File: src/rtl/aov_pkg.sv
// Purpose: Shared constants and carriers for the accumulator and overflow result bank
// Assumes: Byte-wide register port, offsets are byte addresses
// Notes: Accumulators are big-endian across four byte addresses
package aov_pkg;
  localparam logic [7:0] BUS_ACC_OFS = 8'h14;
  localparam logic [7:0] SENSE_ACC_OFS = 8'h18;
  localparam logic [7:0] OVF_FLAGS_OFS = 8'h1c;
  localparam logic [31:0] ACC_RST = 32'h0000_0000;
  localparam logic [7:0] OVF_RST = 8'h00;
  localparam int SUM_W = 25;
  localparam int SUM_LSB = 7;
  localparam int RES11_SHIFT = 3;
  localparam int SENSE_OVF_BIT = 2;
  localparam int BUS_OVF_BIT = 1;
  localparam int POWER_OVF_BIT = 0;

  // One converter sample with its valid flag, code and resolution
  typedef struct packed {
    logic valid;
    logic [13:0] code;
    logic res11;
  } aov_sample_t;

  // Byte read or write request from the serial management side
  typedef struct packed {
    logic rd;
    logic wr;
    logic [7:0] addr;
    logic [7:0] wdata;
  } aov_req_t;

  typedef enum logic [2:0] {
    ST_IDLE = 3'b001,
    ST_INTEGRATE = 3'b010,
    ST_READ = 3'b100
  } aov_state_t;
endpackage : aov_pkg

File: src/rtl/aov_accum.sv
// Purpose: One 25-bit sample accumulator placed in a 32-bit result word
// Assumes: Samples are 14-bit codes; 11-bit codes arrive already right aligned
// Notes: Sum wraps silently; overflow of results is flagged elsewhere
`timescale 1ns/1ns
`default_nettype none
module aov_accum (
  // Clock and reset
  input wire logic ref_clk,
  input wire logic rst,
  // Control
  input wire logic clear,
  input wire aov_pkg::aov_sample_t sample,
  // Result
  output logic [31:0] word_q
);
  logic [aov_pkg::SUM_W-1:0] sum_q;
  logic [aov_pkg::SUM_W-1:0] step;

  // Eleven-bit counts weigh eight, low bits stay zero
  assign step = sample.res11 ?
    aov_pkg::SUM_W'({sample.code, 3'h0}) : aov_pkg::SUM_W'(sample.code);

  // Running sum of converter codes
  always_ff @(posedge ref_clk or posedge rst) begin
    if (rst) begin
      sum_q <= '0;
    end else if (clear) begin
      sum_q <= '0;
    end else if (sample.valid) begin
      sum_q <= sum_q + step;
    end
  end

  // Low seven bits read as zero
  always_ff @(posedge ref_clk or posedge rst) begin
    if (rst) begin
      word_q <= aov_pkg::ACC_RST;
    end else begin
      word_q <= {sum_q, 7'h00};
    end
  end
endmodule : aov_accum
`default_nettype wire

File: src/rtl/aov_bank.sv
// Purpose: Read-only bank of bus and sense accumulators plus overflow flags
// Assumes: Byte register port driven by the serial management front end
// Notes: Readback freezes in the read state so a multi-byte read is coherent
//
// Summary of operation
// RULE_01: Sense sum is 25 bits in word bits 31:7, zero at reset.
// RULE_02: One sum step equals one 14-bit converter code.
// RULE_03: At 11-bit resolution sense counts are shifted left three places.
// RULE_04: At 11-bit resolution bus counts weigh eight; low three bits zero.
// RULE_05: Sums are valid only in read state; host reads only then.
// RULE_06: Low seven bits of each accumulator word read as zero.
// RULE_07: Status bit 2 set when current gain overflows sense result.
// RULE_08: Status bit 1 set when voltage gain overflows bus result.
// RULE_09: Status bit 0 set when either gain overflows power result.
// RULE_10: Status bits 7 to 3 read as zero.
// RULE_11: Accumulator bytes most significant first at lowest address; writes ignored.
`timescale 1ns/1ns
`default_nettype none
module aov_bank (
  // Clock and reset
  input wire logic ref_clk,
  input wire logic rst,
  // Measurement phase
  input wire logic integrate,
  input wire logic read_phase,
  // Converter samples
  input wire aov_pkg::aov_sample_t bus_sample,
  input wire aov_pkg::aov_sample_t sense_sample,
  // Overflow events from the result path
  input wire logic sense_ovf_evt,
  input wire logic bus_ovf_evt,
  input wire logic power_ovf_evt,
  // Register port
  input wire aov_pkg::aov_req_t req,
  output logic [7:0] rdata_q,
  output logic rvalid_q,
  output logic sums_valid_q
);
  aov_pkg::aov_state_t state_q, state_d;
  logic [31:0] bus_word;
  logic [31:0] sense_word;
  logic [31:0] bus_hold_q;
  logic [31:0] sense_hold_q;
  logic [2:0] ovf_q;
  logic clear_sums;
  logic enter_read;
  logic [7:0] sel_byte;
  logic [7:0] rel_bus;
  logic [7:0] rel_sense;
  logic hit_bus;
  logic hit_sense;
  logic hit_ovf;

  // Phase machine; a new integration restarts both sums
  always_comb begin
    state_d = state_q;
    case (state_q)
      aov_pkg::ST_IDLE: if (integrate) state_d = aov_pkg::ST_INTEGRATE;
      aov_pkg::ST_INTEGRATE: if (read_phase) state_d = aov_pkg::ST_READ;
      aov_pkg::ST_READ: if (integrate) state_d = aov_pkg::ST_INTEGRATE;
      default: state_d = aov_pkg::ST_IDLE;
    endcase
  end

  always_ff @(posedge ref_clk or posedge rst) begin
    if (rst) begin
      state_q <= aov_pkg::ST_IDLE;
    end else begin
      state_q <= state_d;
    end
  end

  assign clear_sums = integrate && (state_q != aov_pkg::ST_INTEGRATE);
  assign enter_read = (state_d == aov_pkg::ST_READ) && (state_q != aov_pkg::ST_READ);

  // Two accumulators share one structure
  aov_accum u_bus_acc (
    .ref_clk(ref_clk),
    .rst(rst),
    .clear(clear_sums),
    .sample(bus_sample),   // [RULE_02] [RULE_04]
    .word_q(bus_word)
  );

  aov_accum u_sense_acc (
    .ref_clk(ref_clk),
    .rst(rst),
    .clear(clear_sums),
    .sample(sense_sample), // [RULE_02] [RULE_03]
    .word_q(sense_word)    // [RULE_01] [RULE_06]
  );

  // Copies track the words through integrate state, last taken on entry to read state; accumulator keeps running is not a hazard
  always_ff @(posedge ref_clk or posedge rst) begin
    if (rst) begin
      bus_hold_q <= aov_pkg::ACC_RST;
      sense_hold_q <= aov_pkg::ACC_RST; // [RULE_01]
    end else if (state_q == aov_pkg::ST_INTEGRATE) begin
      bus_hold_q <= bus_word;
      sense_hold_q <= sense_word;
    end
  end

  // Sticky overflow flags; an event beats the restart clear
  always_ff @(posedge ref_clk or posedge rst) begin
    if (rst) begin
      ovf_q <= aov_pkg::OVF_RST[2:0];
    end else begin
      ovf_q[aov_pkg::SENSE_OVF_BIT] <= sense_ovf_evt ||
        (ovf_q[aov_pkg::SENSE_OVF_BIT] && !clear_sums);  // [RULE_07]
      ovf_q[aov_pkg::BUS_OVF_BIT] <= bus_ovf_evt ||
        (ovf_q[aov_pkg::BUS_OVF_BIT] && !clear_sums);    // [RULE_08]
      ovf_q[aov_pkg::POWER_OVF_BIT] <= power_ovf_evt ||
        (ovf_q[aov_pkg::POWER_OVF_BIT] && !clear_sums);  // [RULE_09]
    end
  end

  // Address decode; byte 0 of each word is its top byte
  assign rel_bus = req.addr - aov_pkg::BUS_ACC_OFS;
  assign rel_sense = req.addr - aov_pkg::SENSE_ACC_OFS;
  assign hit_bus = (req.addr >= aov_pkg::BUS_ACC_OFS) && (rel_bus < 8'h04);
  assign hit_sense = (req.addr >= aov_pkg::SENSE_ACC_OFS) && (rel_sense < 8'h04);
  assign hit_ovf = (req.addr == aov_pkg::OVF_FLAGS_OFS);

  always_comb begin
    if (hit_bus) begin
      sel_byte = bus_hold_q[(8'h03 - rel_bus[1:0]) * 8 +: 8];     // [RULE_11]
    end else if (hit_sense) begin
      sel_byte = sense_hold_q[(8'h03 - rel_sense[1:0]) * 8 +: 8]; // [RULE_11]
    end else if (hit_ovf) begin
      sel_byte = {5'h00, ovf_q};                                  // [RULE_10]
    end else begin
      sel_byte = 8'h00;
    end
  end

  // Read data registered; writes have no effect at all
  always_ff @(posedge ref_clk or posedge rst) begin
    if (rst) begin
      rdata_q <= 8'h00;
      rvalid_q <= 1'b0;
      sums_valid_q <= 1'b0;
    end else begin
      rdata_q <= req.rd ? sel_byte : 8'h00; // [RULE_11]
      rvalid_q <= req.rd;
      sums_valid_q <= (state_d == aov_pkg::ST_READ) && !enter_read ||
        (state_q == aov_pkg::ST_READ && state_d == aov_pkg::ST_READ); // [RULE_05]
    end
  end
endmodule : aov_bank
`default_nettype wire

File: config.mk
export PLATFORM = sky130hd
export DESIGN_NAME = aov_bank
export DESIGN_NICKNAME = d
export VERILOG_FILES = /design/src/rtl/aov_pkg.sv /design/src/rtl/aov_accum.sv /design/src/rtl/aov_bank.sv
export SDC_FILE = /design/constraint.sdc
export NUM_CORES = 1
export LEC_CHECK = 0
export BUFFER_PORTS_ARGS = -buffer_cell sky130_fd_sc_hd__clkbuf_2
export CAP_MARGIN = 30
export CORE_AREA = 2 2 136 138
export CTS_BUF_LIST = sky130_fd_sc_hd__clkbuf_16
export CTS_CLUSTER_SIZE = 12
export DETAILED_ROUTE_END_ITERATION = 12
export DIE_AREA = 0 0 138 140
export PLACE_DENSITY = 0.72
export SKIP_CTS_REPAIR_TIMING = 1
export SYNTH_ARGS = -nofsm -noshare
export SYNTH_HDL_FRONTEND = slang
export SYNTH_HIERARCHICAL = 1
export SYNTH_SLANG_ARGS = --single-unit
File: constraint.sdc
create_clock -name ref_clk -period 3.31 [get_ports ref_clk]
set_input_delay 0.662 -clock ref_clk [delete_from_list [all_inputs] [get_ports ref_clk]]
set_output_delay 0.662 -clock ref_clk [all_outputs]
set_load 0.01 [all_outputs]
==> results of run 1 <==
cells in the mapped netlist (all sizes together), types with 5 or more instances:
cell type  number
xnor2          16
a22o           11
a21oi          47
nand2          49
nand3          12
nor2           55
o211ai         18
buf            34
nand2b          8
a32oi           5
mux2           98
nor3            9
a31oi           6
nand4          14
or3             8
o21ai          40
o21a            9
a211oi          6
and3            8
xor2            5
clkbuf         20
and2            8
nand3b          7
dfrtp         179
mux2i          14
nor2b          22
inv            21
ha             36
mux4           16
a21o           12
where the power goes:
part           switching [mW]  total, mW  internal [mW]  leakage, nW
Combinational            1.22       2.33           1.11         2.45
Sequential              0.349       3.09           2.74         2.40
Clock                   0.857       2.13           1.27        0.302
Total                    2.43       7.54           5.12         5.15
metal layers:
layer  vias up  part of all wire [%]
li1       3208                     -
met1      3320                    49
met2       165                    46
met3        14                   4.2
met4         0                   1.1
met5         -                     0
cell type report:
cell class                 count  area [um^2]
tap                          229        286.5
sequential                   180         4506
fill                        1455         6962
inverter                      21        80.08
clock inverter                15        203.9
timing repair buffer          92        548.0
clock buffer                  17        425.4
multi-input combinational    599         4768
final timing paths:
kind	depth (start not counted)	start	slack, ns	end
min in group ref_clk	0	u_sense_acc/sum_q[0]$_DFFE_PP0P_	0.42	u_sense_acc/word_q[7]$_DFF_PP0_
min reg2reg	0	u_sense_acc/sum_q[0]$_DFFE_PP0P_	0.42	u_sense_acc/word_q[7]$_DFF_PP0_
max	11	state_q[0]$_DFF_PP1_	0.45	u_sense_acc/sum_q[24]$_DFFE_PP0P_
max reg2reg	11	state_q[0]$_DFF_PP1_	0.45	u_sense_acc/sum_q[24]$_DFFE_PP0P_
min	2	rst	0.31	sense_hold_q[11]$_DFFE_PP0P_
max in group asynchronous	3	rst	2.22	u_bus_acc/word_q[24]$_DFF_PP0_
stage by stage:
step           setup slack [ns]  utilization, %  power (mW)
6_report                 0.4451           60.84       7.545
3_5_place_dp            0.03112           57.14       5.406
4_1_cts                  0.3041           60.68       7.560
3_3_place_gp            0.02768           57.14       5.340
2_1_floorplan           0.01416               -       4.749
5_1_grt                  0.2628           60.84       7.974
logic make-up after synthesis:
kind of cell	count (synthesis)	share of synthesized area [%]
other	2	0.07828
AOI/OAI and AO/OA	173	12.14
xor gates and xnor gates	21	1.917
muxes	128	17.19
DFF	180	46.96
adders and majority gates	38	5.112
and+or+nand+nor	225	12.72
buffers and inverters	75	3.886
worst max-delay path, delay by kind of cell (launching register included):
family	cells	cell delay, ns
and+or+nand+nor	6	1.43
DFF	1	0.54
buffers and inverters	3	0.44
AOI/OAI and AO/OA	1	0.25
muxes	1	0.13
sequential cells by signal (all words and copies together), names as in the netlist:
name / cells
bus_hold_q: 32
sense_hold_q: 32
u_bus_acc/sum_q: 25
u_bus_acc/word_q: 25
u_sense_acc/sum_q: 25
u_sense_acc/word_q: 25
rdata_q: 8
ovf_q: 3
state_q: 3
rvalid_q: 1
sums_valid_q: 1
==> impl_metrics.toml, run 1 <==
[outcome]
outcome = "completed"

[global_routing]
number_of_global_route_vias_before_repair = 6725
gr-usage-met3_pct = 3.214
total_track_usage_pct = 21.79
antenna_found_initial = 0
grt_first_pass_wirelength_mm = 34.00
met2_usage_pct = 34.65
grt.met1_usage_pct = 31.60
grt_max_degree = 66
grt_busiest_layer = "met2"
grt.overflow.total = 0

[hold_path]
path_class_of_the_lowest_slack_min_delay_path = "in -> async"

[yosys]
yosys_most_used_dff = "dfrtp_1"
synth.avg_cell_area_um2 = 11.39
synth.area.top_cells = "dfrtp_1 47%, mux2_2 11%, ha_1 4.7%"
synth-edff-count = 0
yosysSeqAreaShare_pct = 46.96
synth-async-reset-ratio_pct = 100.0
netlist_area_um2 = 9594
yosysTopAreaCell = "dfrtp_1"
yosys_register_bits = 180
synthDominantCellAreaShare_pct = 46.69
syn_inst = 842
synth_warnings = 6
synth.lib_cells_used.distinct = 66

[layout]
layoutNonFillerInstCount = 1153
nNetsFinal = 1006
final_area_um2 = 10820
layout_commonest_cell = "dfrtp_1"
drive_above_1_share_pct = 27.16
most-common-layout-cells = "179 x dfrtp_1, 96 x mux2_2, 57 x clkbuf_2"
flow.area_growth_from_synthesis_pct = 12.75
num_antenna_cells = 0

[critical_path]
criticalPathCategory = "reg -> reg"
setup.worst_path.end_class = "flip-flop"
worst_ep_required_time_ns = 3.66
cp_cell_sequence = "nand2b_1, o21ai_0, inv_2, buf_4, buf_4, nor2_1, nor3_2, nand4_1, or4_1, mux2i_1, nand4b_1"
timing.critical_path.fanout_max = 8
worstSetupStartpointType = "flip-flop"
arrival_ns = 3.22
worst_path_most_repeated_cell = "buf_4"
critical-path-max-stage-delay_ns = 0.54
critical-path-slowest-cell = "dfstp_2"

[cts]
number_of_buffers_on_the_longest_clock_path = 2
cts_buffers = 17
clkLatencyLatePin_ns = 0.42
cts.sink_count = 180
tritoncts = "done"
clk_pin_slew_worst_paths_ns = 0.07
clock_tree.htree_level_count = 4
clock-root-buffer = "clkbuf_16"

[floorplanning]
fp-row-count = 49
fp.dieArea_um2 = 19320
number_of_top_level_pins = 67
floorplan.initialDensity_pct = 53.96
die_w_um = 138
fp.coreArea_um2 = 17780
dieHeight_um = 140

[power_and_ir_drop]
leakagePower_nw = 5.150
ir_drop_mv = 0.4696
pwr_density_cell_nw_per_um2 = 697.4

[detailed_routing]
detail_route.wl_per_cell_um = 17.54
initialDrtViolationCount = 432
antenna_violating_nets_post_route = 0
vias = 6707
routed_wl_mm = 20.22
vias_per_cell = 5.817
drt_first_pass_iters = 5
post-route-drc-count = 0

[timing]
min_period_over_period_pct = 86.55
maxSlewViolCount = 0
report.final.setup_viol = 0
fin_setup_tns_ns = 0
tightestPinTransition_ns = 0.8064
final.min_clock_period_ns = 2.865
peak_freq_mhz = 349.1
finalHoldViolations = 0
fin_hold_ws_ns = 0.3058
final.setup_skew_ns = 0.008936
timing.slew.headroom_pct = 46.24
unrepaired_setup_endpoints_after_global_routing = "false"

[place]
place.detailed.hpwl_mm = 14.67
port-buffer-count = 57
placed_area_um2 = 10160
final_gp_congestion = 0.9784
placed_cells = 1117

[run]
max_cap_violations = 0
No activity file was read; power rests on OpenSTA's default activity.
==> run 2: changes to the inputs <==
Settings changed: CORE_AREA 2 2 136 138 to 2 2 174 176, DIE_AREA 0 0 138 140 to 0 0 176 178, GPL_TIMING_DRIVEN set to 0, PLACE_DENSITY 0.72 to unset.
==> run 2 against run 1 <==
Against the previous run: hold slack got worse by 0.017 ns; global-route usage decreased by 7.1 points; sequential share of layout area decreased by 0.88 points; final area increased by 2.2%; critical endpoint is now u_bus_acc/sum_q[18]$_DFFE_PP0P_; largest cell class unchanged.
==> impl_metrics.toml, run 2 (synthesis gave the netlist of run 1 again) <==
[outcome]
outcome = "completed"

[cts]
clock-root-buffer = "clkbuf_16"
clk_pin_slew_worst_paths_ns = 0.06
clock_tree.htree_level_count = 4
cts_buffers = 17
tritoncts = "done"
clkLatencyLatePin_ns = 0.43
number_of_buffers_on_the_longest_clock_path = 2
cts.sink_count = 180

[critical_path]
criticalPathCategory = "in -> reg"
setup.worst_path.end_class = "flip-flop"
worst_ep_required_time_ns = 3.62
worstSetupStartpointType = "input pin"
arrival_ns = 3.42
timing.critical_path.fanout_max = 10

[layout]
post-route-util_pct = 37.58
flow.area_growth_from_synthesis_pct = 15.18
multi_input_area_um2 = 4776
layout_top_registers = "bus_hold_q x32, sense_hold_q x32"
layout_commonest_cell = "dfrtp_1"
most-common-layout-cells = "179 x dfrtp_1, 96 x mux2_2, 56 x clkbuf_2"
nNetsFinal = 1024
drive_above_1_share_pct = 25.77
register_area_um2 = 4506
num_antenna_cells = 0
layoutNonFillerInstCount = 1329
final_area_um2 = 11050
layout.filler_cells = 2849

[timing]
report.final.setup_viol = 0
final.min_clock_period_ns = 3.113
min_period_over_period_pct = 94.05
fin_setup_tns_ns = 0
postLayoutSetupSlackWorst_ns = 0.1970
fin_hold_ws_ns = 0.2888
finalHoldViolations = 0
final.setup_skew_ns = 0.01592
peak_freq_mhz = 321.2
tightestPinTransition_ns = 0.6290
timing.slew.headroom_pct = 57.62
maxSlewViolCount = 0
unrepaired_setup_endpoints_after_global_routing = "false"

[detailed_routing]
post-route-drc-count = 0
drt_first_pass_iters = 5
vias = 6695
routed_wl_mm = 21.84
initialDrtViolationCount = 401
antenna_violating_nets_post_route = 0
vias_per_cell = 5.038
detail_route.wl_per_cell_um = 16.44

[power_and_ir_drop]
ir_drop_mv = 0.3519
leakagePower_nw = 5.187
total_power_mw = 7.351
pwr_density_cell_nw_per_um2 = 665.3

[global_routing]
number_of_global_route_vias_before_repair = 6789
grt.overflow.total = 0
grt_max_degree = 52
total_track_usage_pct = 14.73
grt_first_pass_wirelength_mm = 36.29
antenna_found_initial = 0

[place]
port-buffer-count = 53
placed_cells = 1300
placed_area_um2 = 10470
place_ws_ns = -0.3817
place.detailed.hpwl_mm = 16.65
final_gp_congestion = 0.9095

[floorplanning]
dieHeight_um = 178
fp-row-count = 63
fp.coreArea_um2 = 29400
floorplan.initialDensity_pct = 32.63
die_w_um = 176
number_of_top_level_pins = 67
fp.dieArea_um2 = 31330

[run]
max_cap_violations = 0

[hold_path]
path_class_of_the_lowest_slack_min_delay_path = "in -> async"
## run 2: cell count changes in the layout (fill, tap and decap cells not counted), sizes merged
cell / before / now
clkbuf: 74 / 89
buf: 35 / 38
clkinv: 6 / 3
inv: 23 / 26
clkinvlp: 3 / 1
bufinv: 4 / 3
## run 2: area by class of cell
| cell class | instances | area share [%] |
|---|---|---|
| multi-input combinational | 599 | 43.22 |
| sequential | 180 | 40.77 |
| tap | 390 | 4.416 |
| clock buffer | 17 | 3.850 |
| timing repair buffer | 56 | 3.012 |
| buffer | 54 | 2.706 |
| clock inverter | 12 | 1.291 |
| inverter | 21 | 0.7360 |
## run 2: worst paths after layout
kind                                                  start  cells past startpoint                          endpoint  slack [ns]
min reg2reg                u_sense_acc/sum_q[3]$_DFFE_PP0P_                      0  u_sense_acc/word_q[10]$_DFF_PP0_        0.42
min in group ref_clk                            bus_ovf_evt                      2                ovf_q[1]$_DFF_PP0_        0.41
max in group asynchronous                               rst                      3    u_bus_acc/sum_q[1]$_DFFE_PP0P_        2.41
max                                           bus_sample[0]                     12   u_bus_acc/sum_q[18]$_DFFE_PP0P_        0.20
min                                                     rst                      2  u_sense_acc/word_q[25]$_DFF_PP0_        0.29
max reg2reg                            state_q[0]$_DFF_PP1_                      9   u_bus_acc/sum_q[20]$_DFFE_PP0P_        0.41
## run 2: metal layers
metal | up-vias | track usage [%] | share of wire [%]
li1 | 3240 | - | -
met1 | 3284 | 20.78 | 49
met2 | 146 | 23.29 | 46
met3 | 25 | 2.536 | 3.9
met4 | 0 | 4.373 | 1.4
met5 | - | 0 | 0
## run 2: where the power goes
group	switching [mW]	leakage (nW)	internal (mW)	total, mW
clock	0.801	0.284	1.17	1.97
combinational	1.24	2.51	1.02	2.26
sequential	0.380	2.40	2.74	3.12
## run 2: critical path, stage by stage
cell and delay [ns]:
clkbuf_2 0.17, clkbuf_2 0.25, nor2b_1 0.16, ha_1 0.17, inv_1 0.05, fa_1 0.39
nand2b_1 0.18, a21o_1 0.20, a31oi_2 0.24, a31oi_2 0.23, o41ai_2 0.35, mux2_2 0.37
==> run 3: changes to the inputs <==
Settings changed: BUFFER_PORTS_ARGS -buffer_cell sky130_fd_sc_hd__clkbuf_2 to unset, CORE_AREA 2 2 174 176 to 4 4 176 178, DIE_AREA 0 0 176 178 to 0 0 180 182, DONT_BUFFER_PORTS set to 1.
==> run 3 against run 2 <==
Against the previous run: global-route usage fell by 0.99 points; critical path depth fell by 3; die area rose by 4.6%; total power rose by 2.3%; flip-flop and latch count did not move; routed wire length rose by 2.0%; largest cell class unchanged.
==> impl_metrics.toml, run 3 (synthesis gave the netlist of run 1 again) <==
[detailed_routing]
vias_per_cell = 5.104
routed_wl_mm = 22.29
drt_first_pass_iters = 5
vias = 6528
post-route-drc-count = 0
initialDrtViolationCount = 363
detail_route.wl_per_cell_um = 17.43
antenna_violating_nets_post_route = 0

[critical_path]
arrival_ns = 3.42
timing.critical_path.max_delay_family = "buffers and inverters"
critical-path-max-stage-delay_ns = 0.40
regToRegStartpoint = "state_q[0]$_DFF_PP1_"
worstSetupStartpointType = "input pin"
r2r.worst_path.cells = 9
worst_ep_required_time_ns = 3.62
setup.worst_path.end_class = "flip-flop"
criticalPathCategory = "in -> reg"
critical-path-slowest-cell = "or3_1"
timing.critical_path.fanout_max = 10
cp_cell_sequence = "clkbuf_2, buf_2, mux2_2, ha_1, clkbuf_1, nand4_1, or3_1, o41ai_2, mux2_1"
path_buf_inv = 3
ff2ff_setup_slack_ns = 0.46
worstReg2RegEnd = "u_bus_acc/sum_q[20]$_DFFE_PP0P_"

[floorplanning]
number_of_top_level_pins = 67
fp.dieArea_um2 = 32760
die_w_um = 180
floorplan.initialDensity_pct = 32.63
dieHeight_um = 182
fp.coreArea_um2 = 29400
fp-row-count = 63

[cts]
clock-root-buffer = "clkbuf_16"
clkLatencyLatePin_ns = 0.43
cts_buffers = 17
clk_pin_slew_worst_paths_ns = 0.07
cts.sink_count = 180
number_of_buffers_on_the_longest_clock_path = 2
clock_tree.htree_level_count = 4
tritoncts = "done"

[power_and_ir_drop]
pwr_density_cell_nw_per_um2 = 693.3
ir_drop_mv = 0.3191
leakagePower_nw = 4.985

[timing]
unrepaired_setup_endpoints_after_global_routing = "false"
tightestPinTransition_ns = 0.6123
min_period_over_period_pct = 93.91
final.min_clock_period_ns = 3.108
finalHoldViolations = 0
timing.slew.headroom_pct = 59.07
peak_freq_mhz = 321.7
fin_hold_ws_ns = 0.08160
final.setup_skew_ns = 0.009631
report.final.setup_viol = 0
maxSlewViolCount = 0

[layout]
layout.filler_cells = 2848
nNetsFinal = 971
layout_top_registers = "bus_hold_q x32, sense_hold_q x32"
most-common-layout-cells = "179 x dfrtp_1, 96 x mux2_2, 55 x nor2_1"
flow.area_growth_from_synthesis_pct = 13.04
final_area_um2 = 10850
num_antenna_cells = 0
layout_commonest_cell = "dfrtp_1"
drive_above_1_share_pct = 21.93

[place]
place.detailed.hpwl_mm = 16.99
placed_area_um2 = 10200
final_gp_congestion = 0.8951
port-buffer-count = 0

[run]
max_cap_violations = 0

[global_routing]
number_of_global_route_vias_before_repair = 6616
total_track_usage_pct = 13.75
grt.overflow.total = 0
antenna_found_initial = 0
grt_max_degree = 54
grt_first_pass_wirelength_mm = 36.27

[outcome]
outcome = "completed"

[hold_path]
path_class_of_the_lowest_slack_min_delay_path = "in -> async"
-- run 3: changes by cell type in the layout (fill, tap and decap cells not counted), sizes merged --
cell,change
clkinv,+1
clkbuf,-53
bufinv,+1
inv,+1
-- run 3: metrics by stage --
| stage | TNS (ns) | total power [mW] | utilization, % | std cells | setup WS, ns |
|---|---|---|---|---|---|
| floorplan | 0 | 4.749 | - | 854 | 0.01416 |
| global placement | -32.13 | 5.330 | 34.45 | 1244 | -0.4146 |
| detailed placement | -4.263 | 5.383 | 34.69 | 1247 | -0.4485 |
| CTS | -0.02600 | 7.560 | 36.82 | 1279 | -0.02600 |
| global route | 0 | 7.988 | 36.89 | 1279 | 0.03132 |
| finish | 0 | 7.519 | 36.89 | 1279 | 0.2016 |
-- run 3: worst max-delay path by stage --
stage,from,end,depth (start not counted)
finish,bus_sample[0],u_bus_acc/sum_q[23]$_DFFE_PP0P_,9
global route,bus_sample[0],u_bus_acc/sum_q[18]$_DFFE_PP0P_,12
global placement,bus_sample[0],u_bus_acc/sum_q[23]$_DFFE_PP0P_,9
detailed placement,bus_sample[0],u_bus_acc/sum_q[18]$_DFFE_PP0P_,12
floorplan,bus_sample[0],u_bus_acc/sum_q[23]$_DFFE_PP0P_,10
CTS,bus_sample[0],u_bus_acc/sum_q[18]$_DFFE_PP0P_,12
-- run 3: routing by layer --
layer  global-route usage, %  up-vias  wire [um]
met5                       0        -          0
met3                   3.065       25       1114
met2                   21.45      171      10200
li1                        -     3139          -
met4                   3.810        0        353
met1                   19.35     3193      10620
-- run 3: cell type report --
type / count / area (um^2) / area share [%]
sequential: 180 / 4506 / 41.54
timing repair buffer: 3 / 67.56 / 0.6230
multi-input combinational: 599 / 4777 / 44.05
clock buffer: 17 / 425.4 / 3.922
inverter: 21 / 81.33 / 0.7499
tap: 390 / 488.0 / 4.499
clock inverter: 15 / 201.4 / 1.857
buffer: 54 / 299.0 / 2.757
-- run 3: where the power goes --
group          leakage [nW]  switching, mW  internal (mW)
Clock                 0.312          0.872           1.27
Combinational          2.28           1.24           1.01
Sequential             2.40          0.380           2.74
-- run 3: worst register-to-register path: stages, from the launching register on --
cell      delay, ns
dfstp_2        0.54
nand2b_1       0.19
o21ai_1        0.19
inv_1          0.45
nor2_1         0.15
clkbuf_1       0.30
nor3b_1        0.33
nand2_1        0.07
o21ai_0        0.17
mux2_2         0.35
